===== src/fdm_cfg.svh =====
// named constants for the frequency divider and input multiplexer front end
`ifndef FDM_CFG_SVH
`define FDM_CFG_SVH

// ****************************************************************
// register offsets (byte addresses on the apb)
// ****************************************************************
`define FDM_OFF_CTRL 12'h000
`define FDM_OFF_STATUS 12'h004
`define FDM_OFF_FREQ0 12'h020
`define FDM_OFF_FREQ_LAST 12'h03C

// ****************************************************************
// field layouts
// ****************************************************************
`define FDM_CTRL_SEL 2:0
`define FDM_CTRL_PPS 5:4
`define FDM_CTRL_RUN 8
`define FDM_STAT_SEL 2:0
`define FDM_STAT_STICKY 15:8
`define FDM_STAT_LIVE 23:16
`define FDM_STAT_PPS 27:24
`define FDM_FREQ_FIELD 23:0
`define FDM_FREQ_IDX 4:2
`define FDM_WORD_LANE 1:0
`define FDM_WORD_ALIGNED 2'h0

// ****************************************************************
// divider figures and reset values
// ****************************************************************
`define FDM_NCHAN 8
`define FDM_NPPS 4
`define FDM_PRESC_HZ 24'hE4_E1C0
`define FDM_PRESC_DIV 24'h00_000A
`define FDM_PRESC_LAST 4'h9
`define FDM_BYPASS_HZ 24'h00_0001
`define FDM_FREQ_RST 24'h00_0001
`define FDM_ONE24 24'h00_0001
`define FDM_ONE4 4'h1
`define FDM_ZERO32 32'h0000_0000

`endif


===== src/fdm_pkg.sv =====
// types shared by the divider channels and the front-end top
package fdm_pkg;
`include "fdm_cfg.svh"

   // ****************************************************************
   // apb carriers
   // ****************************************************************
   typedef struct packed {
      logic psel;
      logic penable;
      logic pwrite;
      logic [11:0] paddr;
      logic [31:0] pwdata;
   } fdm_apb_req_t;

   typedef struct packed {
      logic [31:0] prdata;
      logic pready;
      logic pslverr;
   } fdm_apb_rsp_t;

   // ****************************************************************
   // state of one divider channel
   // ****************************************************************
   typedef struct packed {
      logic [3:0] pcnt;   // prescaler edge count
      logic [23:0] dcnt;  // divider edge count
      logic pass;         // current input cycle is let through
      logic prev;         // last sampled input level
      logic out;          // gated output
   } fdm_div_t;

   // ****************************************************************
   // state of the front-end top
   // ****************************************************************
   typedef struct packed {
      logic [7:0][23:0] freq;  // nominal frequency per channel, hertz
      logic [2:0] sel;         // selected frequency channel
      logic [1:0] pps;         // selected reference pulse
      logic run;               // outputs enabled
      logic blank;             // one-cycle gap after a channel switch
      logic start;             // to counter start input
      logic stop;              // to counter stop input
      logic [7:0] sticky;      // channel has passed a cycle
      logic [7:0] prev_out;    // channel outputs one cycle ago
      logic [31:0] prdata;
      logic pready;
      logic pslverr;
   } fdm_top_t;

   // divider ratio after the fixed prescaler
   function automatic logic [23:0] fdm_div10(input logic [23:0] n);
      fdm_div10 = 24'(n / `FDM_PRESC_DIV);
   endfunction : fdm_div10

endpackage : fdm_pkg


===== src/fdm_chan_div.sv =====
// one frequency channel: optional divide-by-ten prescaler and 24-bit divider
`timescale 1ns/100ps
module fdm_chan_div
   import fdm_pkg::*;
(
   input wire logic pclk,
   input wire logic presetn,
   input wire logic in_lvl,
   input wire logic [23:0] nominal,
   output logic out
);

   // ****************************************************************
   // state and decode
   // ****************************************************************
   fdm_div_t q;
   fdm_div_t d;
   logic rise;          // rising edge of the input
   logic bypass;        // 1 hz input, no division
   logic presc;         // prescaler engaged
   logic [23:0] ratio;  // divider count target
   logic tick;          // edge counted by the divider
   logic last;          // divider at its final count

   // counting and gating
   always_comb begin
      d = q;
      d.prev = in_lvl;
      rise = in_lvl & ~q.prev;
      bypass = (nominal <= `FDM_BYPASS_HZ);
      presc = (nominal >= `FDM_PRESC_HZ);
      ratio = presc ? fdm_div10(nominal) : nominal;
      // >= rather than == recovers at once when software lowers n
      last = (q.dcnt >= 24'(ratio - `FDM_ONE24));
      tick = rise & (~presc | (q.pcnt == `FDM_PRESC_LAST));
      // prescaler counts every input edge while engaged
      if (rise && presc) begin
         d.pcnt = (q.pcnt == `FDM_PRESC_LAST) ? '0 : 4'(q.pcnt + `FDM_ONE4);
      end else if (!presc) begin
         d.pcnt = '0;
      end
      // divider blocks n-1 cycles and opens on the nth
      if (tick) begin
         d.dcnt = last ? '0 : 24'(q.dcnt + `FDM_ONE24);
         d.pass = last;
      end else if (rise) begin
         d.pass = 1'b0;
      end
      // bypass hands the pulse shape on untouched
      if (bypass) begin
         d.out = in_lvl;
      end else begin
         d.out = in_lvl & d.pass;
      end
   end

   // register the copy
   always_ff @(posedge pclk or negedge presetn) begin
      if (!presetn) begin
         q <= '0;
      end else begin
         q <= d;
      end
   end

   assign out = q.out;
endmodule : fdm_chan_div


===== src/fdm_sync.sv =====
// two-flop synchroniser for the asynchronous frequency and pulse inputs
`timescale 1ns/100ps
module fdm_sync
   import fdm_pkg::*;
#(
   parameter int W = 12
) (
   input wire logic pclk,
   input wire logic presetn,
   input wire logic [W-1:0] async_in,
   output logic [W-1:0] sync_out
);

   // ****************************************************************
   // state
   // ****************************************************************
   typedef struct packed {
      logic [W-1:0] s1;  // metastable stage, read only by s2
      logic [W-1:0] s2;  // settled stage
   } fdm_sync_t;

   fdm_sync_t q;
   fdm_sync_t d;

   // shift both stages every edge
   always_comb begin
      d = q;
      d.s1 = async_in;
      d.s2 = q.s1;
   end

   // register the copy
   always_ff @(posedge pclk or negedge presetn) begin
      if (!presetn) begin
         q <= '0;
      end else begin
         q <= d;
      end
   end

   assign sync_out = q.s2;

endmodule : fdm_sync


===== src/fdm_top.sv =====
// front end of the counter card: eight divided inputs and four reference pulses
//
// Behaviour
// - divider blocks n-1 cycles, passes nth
// - divider counter is 24 bits wide
// - prescaler on at 15 MHz or above
// - chain delivers 1 Hz for nominals below 15 MHz, and above only at multiples of ten
// - 1 Hz input bypasses divider unaltered
// - multiplexer picks one of eight inputs
// - each input has own 24-bit divider
// - multiplexer switches on new channel choice
// - second multiplexer picks one of four pps
//
// The placing of the registers and the APB register port were chosen for this implementation.
`timescale 1ns/100ps
module fdm_top
   import fdm_pkg::*;
(
   input wire logic pclk,
   input wire logic presetn,
   input wire fdm_apb_req_t apb_req,
   output fdm_apb_rsp_t apb_rsp,
   input wire logic [7:0] freq_in,
   input wire logic [3:0] pps_in,
   output logic counter_start,
   output logic counter_stop
);

   // ****************************************************************
   // reset image
   // ****************************************************************
   // every channel starts in bypass so nothing is divided by zero
   localparam fdm_top_t TOP_RST = '{
      freq: {`FDM_NCHAN{`FDM_FREQ_RST}},
      default: '0
   };

   // ****************************************************************
   // declarations
   // ****************************************************************
   fdm_top_t q;               // all registered state
   fdm_top_t d;               // next state
   logic [11:0] sync_all;     // settled copies of all pins
   logic [7:0] freq_lvl;      // settled frequency inputs
   logic [3:0] pps_lvl;       // settled reference pulses
   logic [7:0] ch_out;        // divided channel outputs
   logic [7:0] fired;         // channel output rose this cycle
   logic setup;               // apb setup phase
   logic commit;              // apb access completes
   logic [11:0] addr;         // request address
   logic [31:0] wdata;        // request write data
   logic [2:0] widx;          // frequency register index

   // ****************************************************************
   // address decode
   // ****************************************************************
   // true when the word address belongs to the map
   function automatic logic map_hit(input logic [11:0] a);
      if (a[`FDM_WORD_LANE] != `FDM_WORD_ALIGNED) begin
         map_hit = 1'b0;
      end else if (a == `FDM_OFF_CTRL) begin
         map_hit = 1'b1;
      end else if (a == `FDM_OFF_STATUS) begin
         map_hit = 1'b1;
      end else if ((a >= `FDM_OFF_FREQ0) && (a <= `FDM_OFF_FREQ_LAST)) begin
         map_hit = 1'b1;
      end else begin
         map_hit = 1'b0;
      end
   endfunction : map_hit

   // read value of the word at an address; unmapped words read zero
   function automatic logic [31:0] read_word(
      input logic [11:0] a,
      input fdm_top_t s,
      input logic [7:0] live,
      input logic [3:0] plive
   );
      logic [31:0] r;
      r = `FDM_ZERO32;
      if (!map_hit(a)) begin
         r = `FDM_ZERO32;
      end else if (a == `FDM_OFF_CTRL) begin
         r[`FDM_CTRL_SEL] = s.sel;
         r[`FDM_CTRL_PPS] = s.pps;
         r[`FDM_CTRL_RUN] = s.run;
      end else if (a == `FDM_OFF_STATUS) begin
         r[`FDM_STAT_SEL] = s.sel;
         r[`FDM_STAT_STICKY] = s.sticky;
         r[`FDM_STAT_LIVE] = live;
         r[`FDM_STAT_PPS] = plive;
      end else begin
         r[`FDM_FREQ_FIELD] = s.freq[a[`FDM_FREQ_IDX]];
      end
      read_word = r;
   endfunction : read_word

   // ****************************************************************
   // input synchronisers
   // ****************************************************************
   // pins come from foreign clocks; two flops before any logic
   fdm_sync #(
      .W(12)
   ) u_sync (
      .pclk(pclk),
      .presetn(presetn),
      .async_in({pps_in, freq_in}),
      .sync_out(sync_all)
   );

   assign freq_lvl = sync_all[7:0];
   assign pps_lvl = sync_all[11:8];

   // ****************************************************************
   // divider channels
   // ****************************************************************
   // one independent prescaler and divider per input
   for (genvar gi = 0; gi < `FDM_NCHAN; gi++) begin : g_chan
      fdm_chan_div u_div (
         .pclk(pclk),
         .presetn(presetn),
         .in_lvl(freq_lvl[gi]),
         .nominal(q.freq[gi]),
         .out(ch_out[gi])
      );
   end

   // ****************************************************************
   // bus slave, selection and output multiplexers
   // ****************************************************************
   assign addr = apb_req.paddr;
   assign wdata = apb_req.pwdata;
   assign widx = apb_req.paddr[`FDM_FREQ_IDX];

   // one process fills the whole next state
   always_comb begin
      d = q;
      d.pready = 1'b0;
      d.pslverr = 1'b0;
      d.blank = 1'b0;
      setup = apb_req.psel & ~apb_req.penable;
      commit = apb_req.psel & apb_req.penable & q.pready;
      fired = ch_out & ~q.prev_out;
      d.prev_out = ch_out;
      // answer is prepared in setup so prdata leaves a flop
      if (setup) begin
         d.pready = 1'b1;
         d.pslverr = ~map_hit(addr);
         d.prdata = read_word(addr, q, freq_lvl, pps_lvl);
      end
      // writes land only on the completing access edge
      if (commit && apb_req.pwrite && map_hit(addr)) begin
         if (addr == `FDM_OFF_CTRL) begin
            d.sel = wdata[`FDM_CTRL_SEL];
            d.pps = wdata[`FDM_CTRL_PPS];
            d.run = wdata[`FDM_CTRL_RUN];
         end else if (addr == `FDM_OFF_STATUS) begin
            // write one to clear the seen bits
            d.sticky = q.sticky & ~wdata[`FDM_STAT_STICKY];
         end else begin
            d.freq[widx] = wdata[`FDM_FREQ_FIELD];
         end
      end
      // a fresh event outweighs a clear in the same cycle
      d.sticky = d.sticky | fired;
      // gap one cycle on a switch so no runt edge from the old input
      d.blank = (d.sel != q.sel);
      // start side follows the chosen divided channel
      d.start = q.run & ~q.blank & ch_out[q.sel];
      // stop side follows the chosen reference pulse
      d.stop = q.run & pps_lvl[q.pps];
   end

   // register the copy
   always_ff @(posedge pclk or negedge presetn) begin
      if (!presetn) begin
         q <= TOP_RST;
      end else begin
         q <= d;
      end
   end

   // ****************************************************************
   // outputs
   // ****************************************************************
   // all straight from flops
   assign apb_rsp.prdata = q.prdata;
   assign apb_rsp.pready = q.pready;
   assign apb_rsp.pslverr = q.pslverr;
   assign counter_start = q.start;
   assign counter_stop = q.stop;
endmodule : fdm_top


===== config.mk =====
export PLATFORM = sky130hd
export DESIGN_NAME = fdm_top
export DESIGN_NICKNAME = d
export VERILOG_FILES = /design/src/fdm_pkg.sv /design/src/fdm_chan_div.sv /design/src/fdm_sync.sv /design/src/fdm_top.sv
export VERILOG_INCLUDE_DIRS = /design/src
export SDC_FILE = /design/constraint.sdc
export NUM_CORES = 2
export LEC_CHECK = 0
export BUFFER_PORTS_ARGS = -buffer_cell sky130_fd_sc_hd__buf_2
export CAP_MARGIN = 20
export CORE_UTILIZATION = 66
export DETAILED_ROUTE_END_ITERATION = 10
export PLACE_DENSITY = 0.81
export SLEW_MARGIN = 30
export SYNTH_ARGS = -nofsm -noshare
export SYNTH_HDL_FRONTEND = slang
export SYNTH_SLANG_ARGS = --single-unit

===== constraint.sdc =====
create_clock -name pclk -period 16.7 [get_ports pclk]
set_input_delay 3.34 -clock pclk [delete_from_list [all_inputs] [get_ports pclk]]
set_output_delay 3.34 -clock pclk [all_outputs]
set_load 0.01 [all_outputs]

==> out/results.ini <==
[logic_synthesis]
ys_ff_latch = 519
yosysMostFrequentCell = nand2_1
avgSynthCellArea_sq_um = 7.59
seq_area_frac_synth_pct = 22.2
synth_edf_count = 0
yosys-top-cells-count = 827 x nand2_1, 676 x nor2_1, 602 x o21ai_0
synth_top_cell_area_share_pct = 21.8
yosysTopAreaCell = dfrtp_1
synth_area_sq_um = 58700
async_reset_ff_share_pct = 100
synth_ff_type = dfrtp_1
synth_cells = 7728
synth_warnings = 0
synth.area.top_cells = dfrtp_1 22%, nand2_1 5.3%, o21ai_0 5.1%
ys_types = 147

[clock_network]
clock_sinks = 519
post_cts_buffers = 0
h-tree-depth = 3
clockRootBuffer = clkbuf_16
insertion_delay_ps = 660
numCtsBuffers = 66
post_cts_resized = 0
clk_pin_slew_ps = 60
ctsLongestPathBuffers = 3
cts_tree = done
cts_hold_buf = 0

[routing]
avgRoutedWirePerCell_microns = 22.4
vias_per_cell = 7.18
vias = 61273
drt_first_pass_iters = 8
drc = 0
ant_nets = 0
wirelength_microns = 191000
drtIter0Drc = 8382

[grt]
gr-total-overflow = 0
antenna_found_initial = 9
grt_pass1_wl_microns = 300000
grtUsageTotal_pct = 41.0
grt_max_degree = 151
first_global_vias = 54634

[timing]
hold_viol = 0
period_share_pct = 93.6
setup-tns-final_ps = 0
setup_viol = 0
max-slew-margin-rel_pct = 33.4
rsz0062_at_grt = false
tightest_slew_ps = 989
drv_slew = 0
whs_ps = 345
fin_worst_skew_ps = 22.2
post-route-min-period_ps = 15630
fmax_mhz = 64.0

[die]
die_height_microns = 300
coreArea_sq_um = 87400
fp.dieW_microns = 300
std_cell_rows = 108
io_pins = 97
die_area_sq_um = 90100
start_util_pct = 67.1

[min_path]
hold_depth = 0
hold_path.class = flip-flop to flip-flop

[setup_path]
startpoint_type = flip-flop
reg2reg_depth = 55
critPathSlowestCell = nor2_1
worstSetupEndpointType = flip-flop
crit_top_cell = a21o_1
cp_top_family = compound AO/OA/AOI/OAI gates
crit_arrival_ps = 16170
required_ps = 17240
crit_fanout = 16
worst-path-stages = 55
max_stage_delay_ps = 730
path_buf_inv = 0
worstSetupPathType = flip-flop to flip-flop

[power]
p_leak_nw = 25.1
ir_drop_v = 0.0000904
p_per_area_nw_per_um2 = 52.8

[status]
status = finished clean

[place]
port_buffers = 84
hpwl_microns = 136000
gp_congestion = 1.02
dp.cells = 8412

[cells_and_area]
finish.utilization_pct = 69.4
area_growth_pct = 3.43
nNetsFinal = 7612
final_cells = 8532
drive_above_1_share_pct = 8.79

[run]
cap_viol_max_count = 0

[cells in the final DEF, fill, tap and decap left out, types with 38 or more instances in the layout]
master	n
nor4_1	110
buf_2	83
nor2_1	672
dfrtp_1	509
o31ai_1	93
clkbuf_16	70
a21oi_1	393
xor2_1	147
mux4_2	56
nand4_1	121
inv_1	181
o2111ai_1	38
and2_1	75
a211oi_1	98
and3_1	126
o211ai_1	116
nand2b_1	143
xnor2_1	228
nor3_1	278
mux2i_1	90
mux2_2	81
o21a_1	48
nor2b_1	91
o21ai_1	47
or3_1	67
buf_4	57
nand2_1	826
nand3_1	291
o221ai_1	39
o22ai_1	51
o21ai_0	600
a21o_1	124
ha_1	224
a31oi_1	87
[power by group]
part	total [mW]	switching (mW)	internal, mW
clock network	1.52	0.622	0.901
logic	0.320	0.199	0.120
registers	1.36	0.0579	1.30
[metal layers]
metal | track usage (%) | vias to the layer above | share of wire (%)
li1 | - | 28127 | -
met1 | 58.0 | 29119 | 41
met2 | 60.4 | 3492 | 42
met3 | 9.42 | 525 | 12
met4 | 16.2 | 10 | 4.2
met5 | 0 | - | 0.035
[metrics by stage]
stage | instance area (sq um) | total power [mW] | setup WS [ps]
4_1_cts | 60600 | 3.20 | 1290
3_3_place_gp | 58300 | 1.67 | 1600
5_1_grt | 60700 | 3.30 | 27.7
6_report | 60700 | 3.20 | 1070
3_5_place_dp | 58300 | 1.69 | 1350
2_1_floorplan | 58700 | 1.57 | 4390
[layout make-up]
cell class	instances	area (sq um)
fill	7289	26800
antenna	3	7.51
clock inverter	26	319
clock buffer	89	1920
timing repair buffer	148	956
tap	1155	1450
inverter	217	815
multi-input combinational	6375	42200
sequential	519	13000
[state kept, by name, summed over array words and instances (netlist names)]
signal            count
u_sync.sync_out      12
apb_rsp              30
q                   215
g_chan.u_div.q      240
u_sync.d             12
counter_start         1
g_chan.u_div.out      8
counter_stop          1
[worst register-to-register path: cells and delay by family, from the launching register on]
kind,cells,cell delay (ps)
AO/OA/AOI/OAI,33,8170
AND/OR/NAND/NOR,16,4690
XOR/XNOR,3,940
multiplexers,2,770
flip-flops,1,630
adder cells (fa/ha/maj),1,310
[cell families (layout without fill, tap and decap cells)]
family / count (synthesis) / after routing / share of synthesized area, %
buffers and inverters: 837 / 480 / 6.03
other: 1 / 7 / 0.00639
AOI/OAI and AO/OA: 2403 / 2403 / 28.9
xor gates and xnor gates: 380 / 380 / 5.76
DFF: 519 / 519 / 22.2
adders and majority gates: 247 / 247 / 5.17
and+or+nand+nor: 3108 / 3108 / 26.6
muxes: 233 / 233 / 5.36
[worst paths after layout]
| path | startpoint | end | slack (ps) |
|---|---|---|---|
| max reg2reg | q[174]$_DFFE_PN0P_ | g_chan[4].u_div.out$_DFF_PN0_ | 1070 |
| min in group asynchronous | presetn | g_chan[1].u_div.q[18]$_DFFE_PN0P_ | 2670 |
| min reg2reg | u_sync.d[10]$_DFF_PN0_ | u_sync.sync_out[10]$_DFF_PN0_ | 350 |
| max in group asynchronous | presetn | u_sync.sync_out[7]$_DFF_PN0_ | 12090 |
| min | u_sync.d[10]$_DFF_PN0_ | u_sync.sync_out[10]$_DFF_PN0_ | 350 |
| max | q[174]$_DFFE_PN0P_ | g_chan[4].u_div.out$_DFF_PN0_ | 1070 |
(Power assumes the default switching activity.)
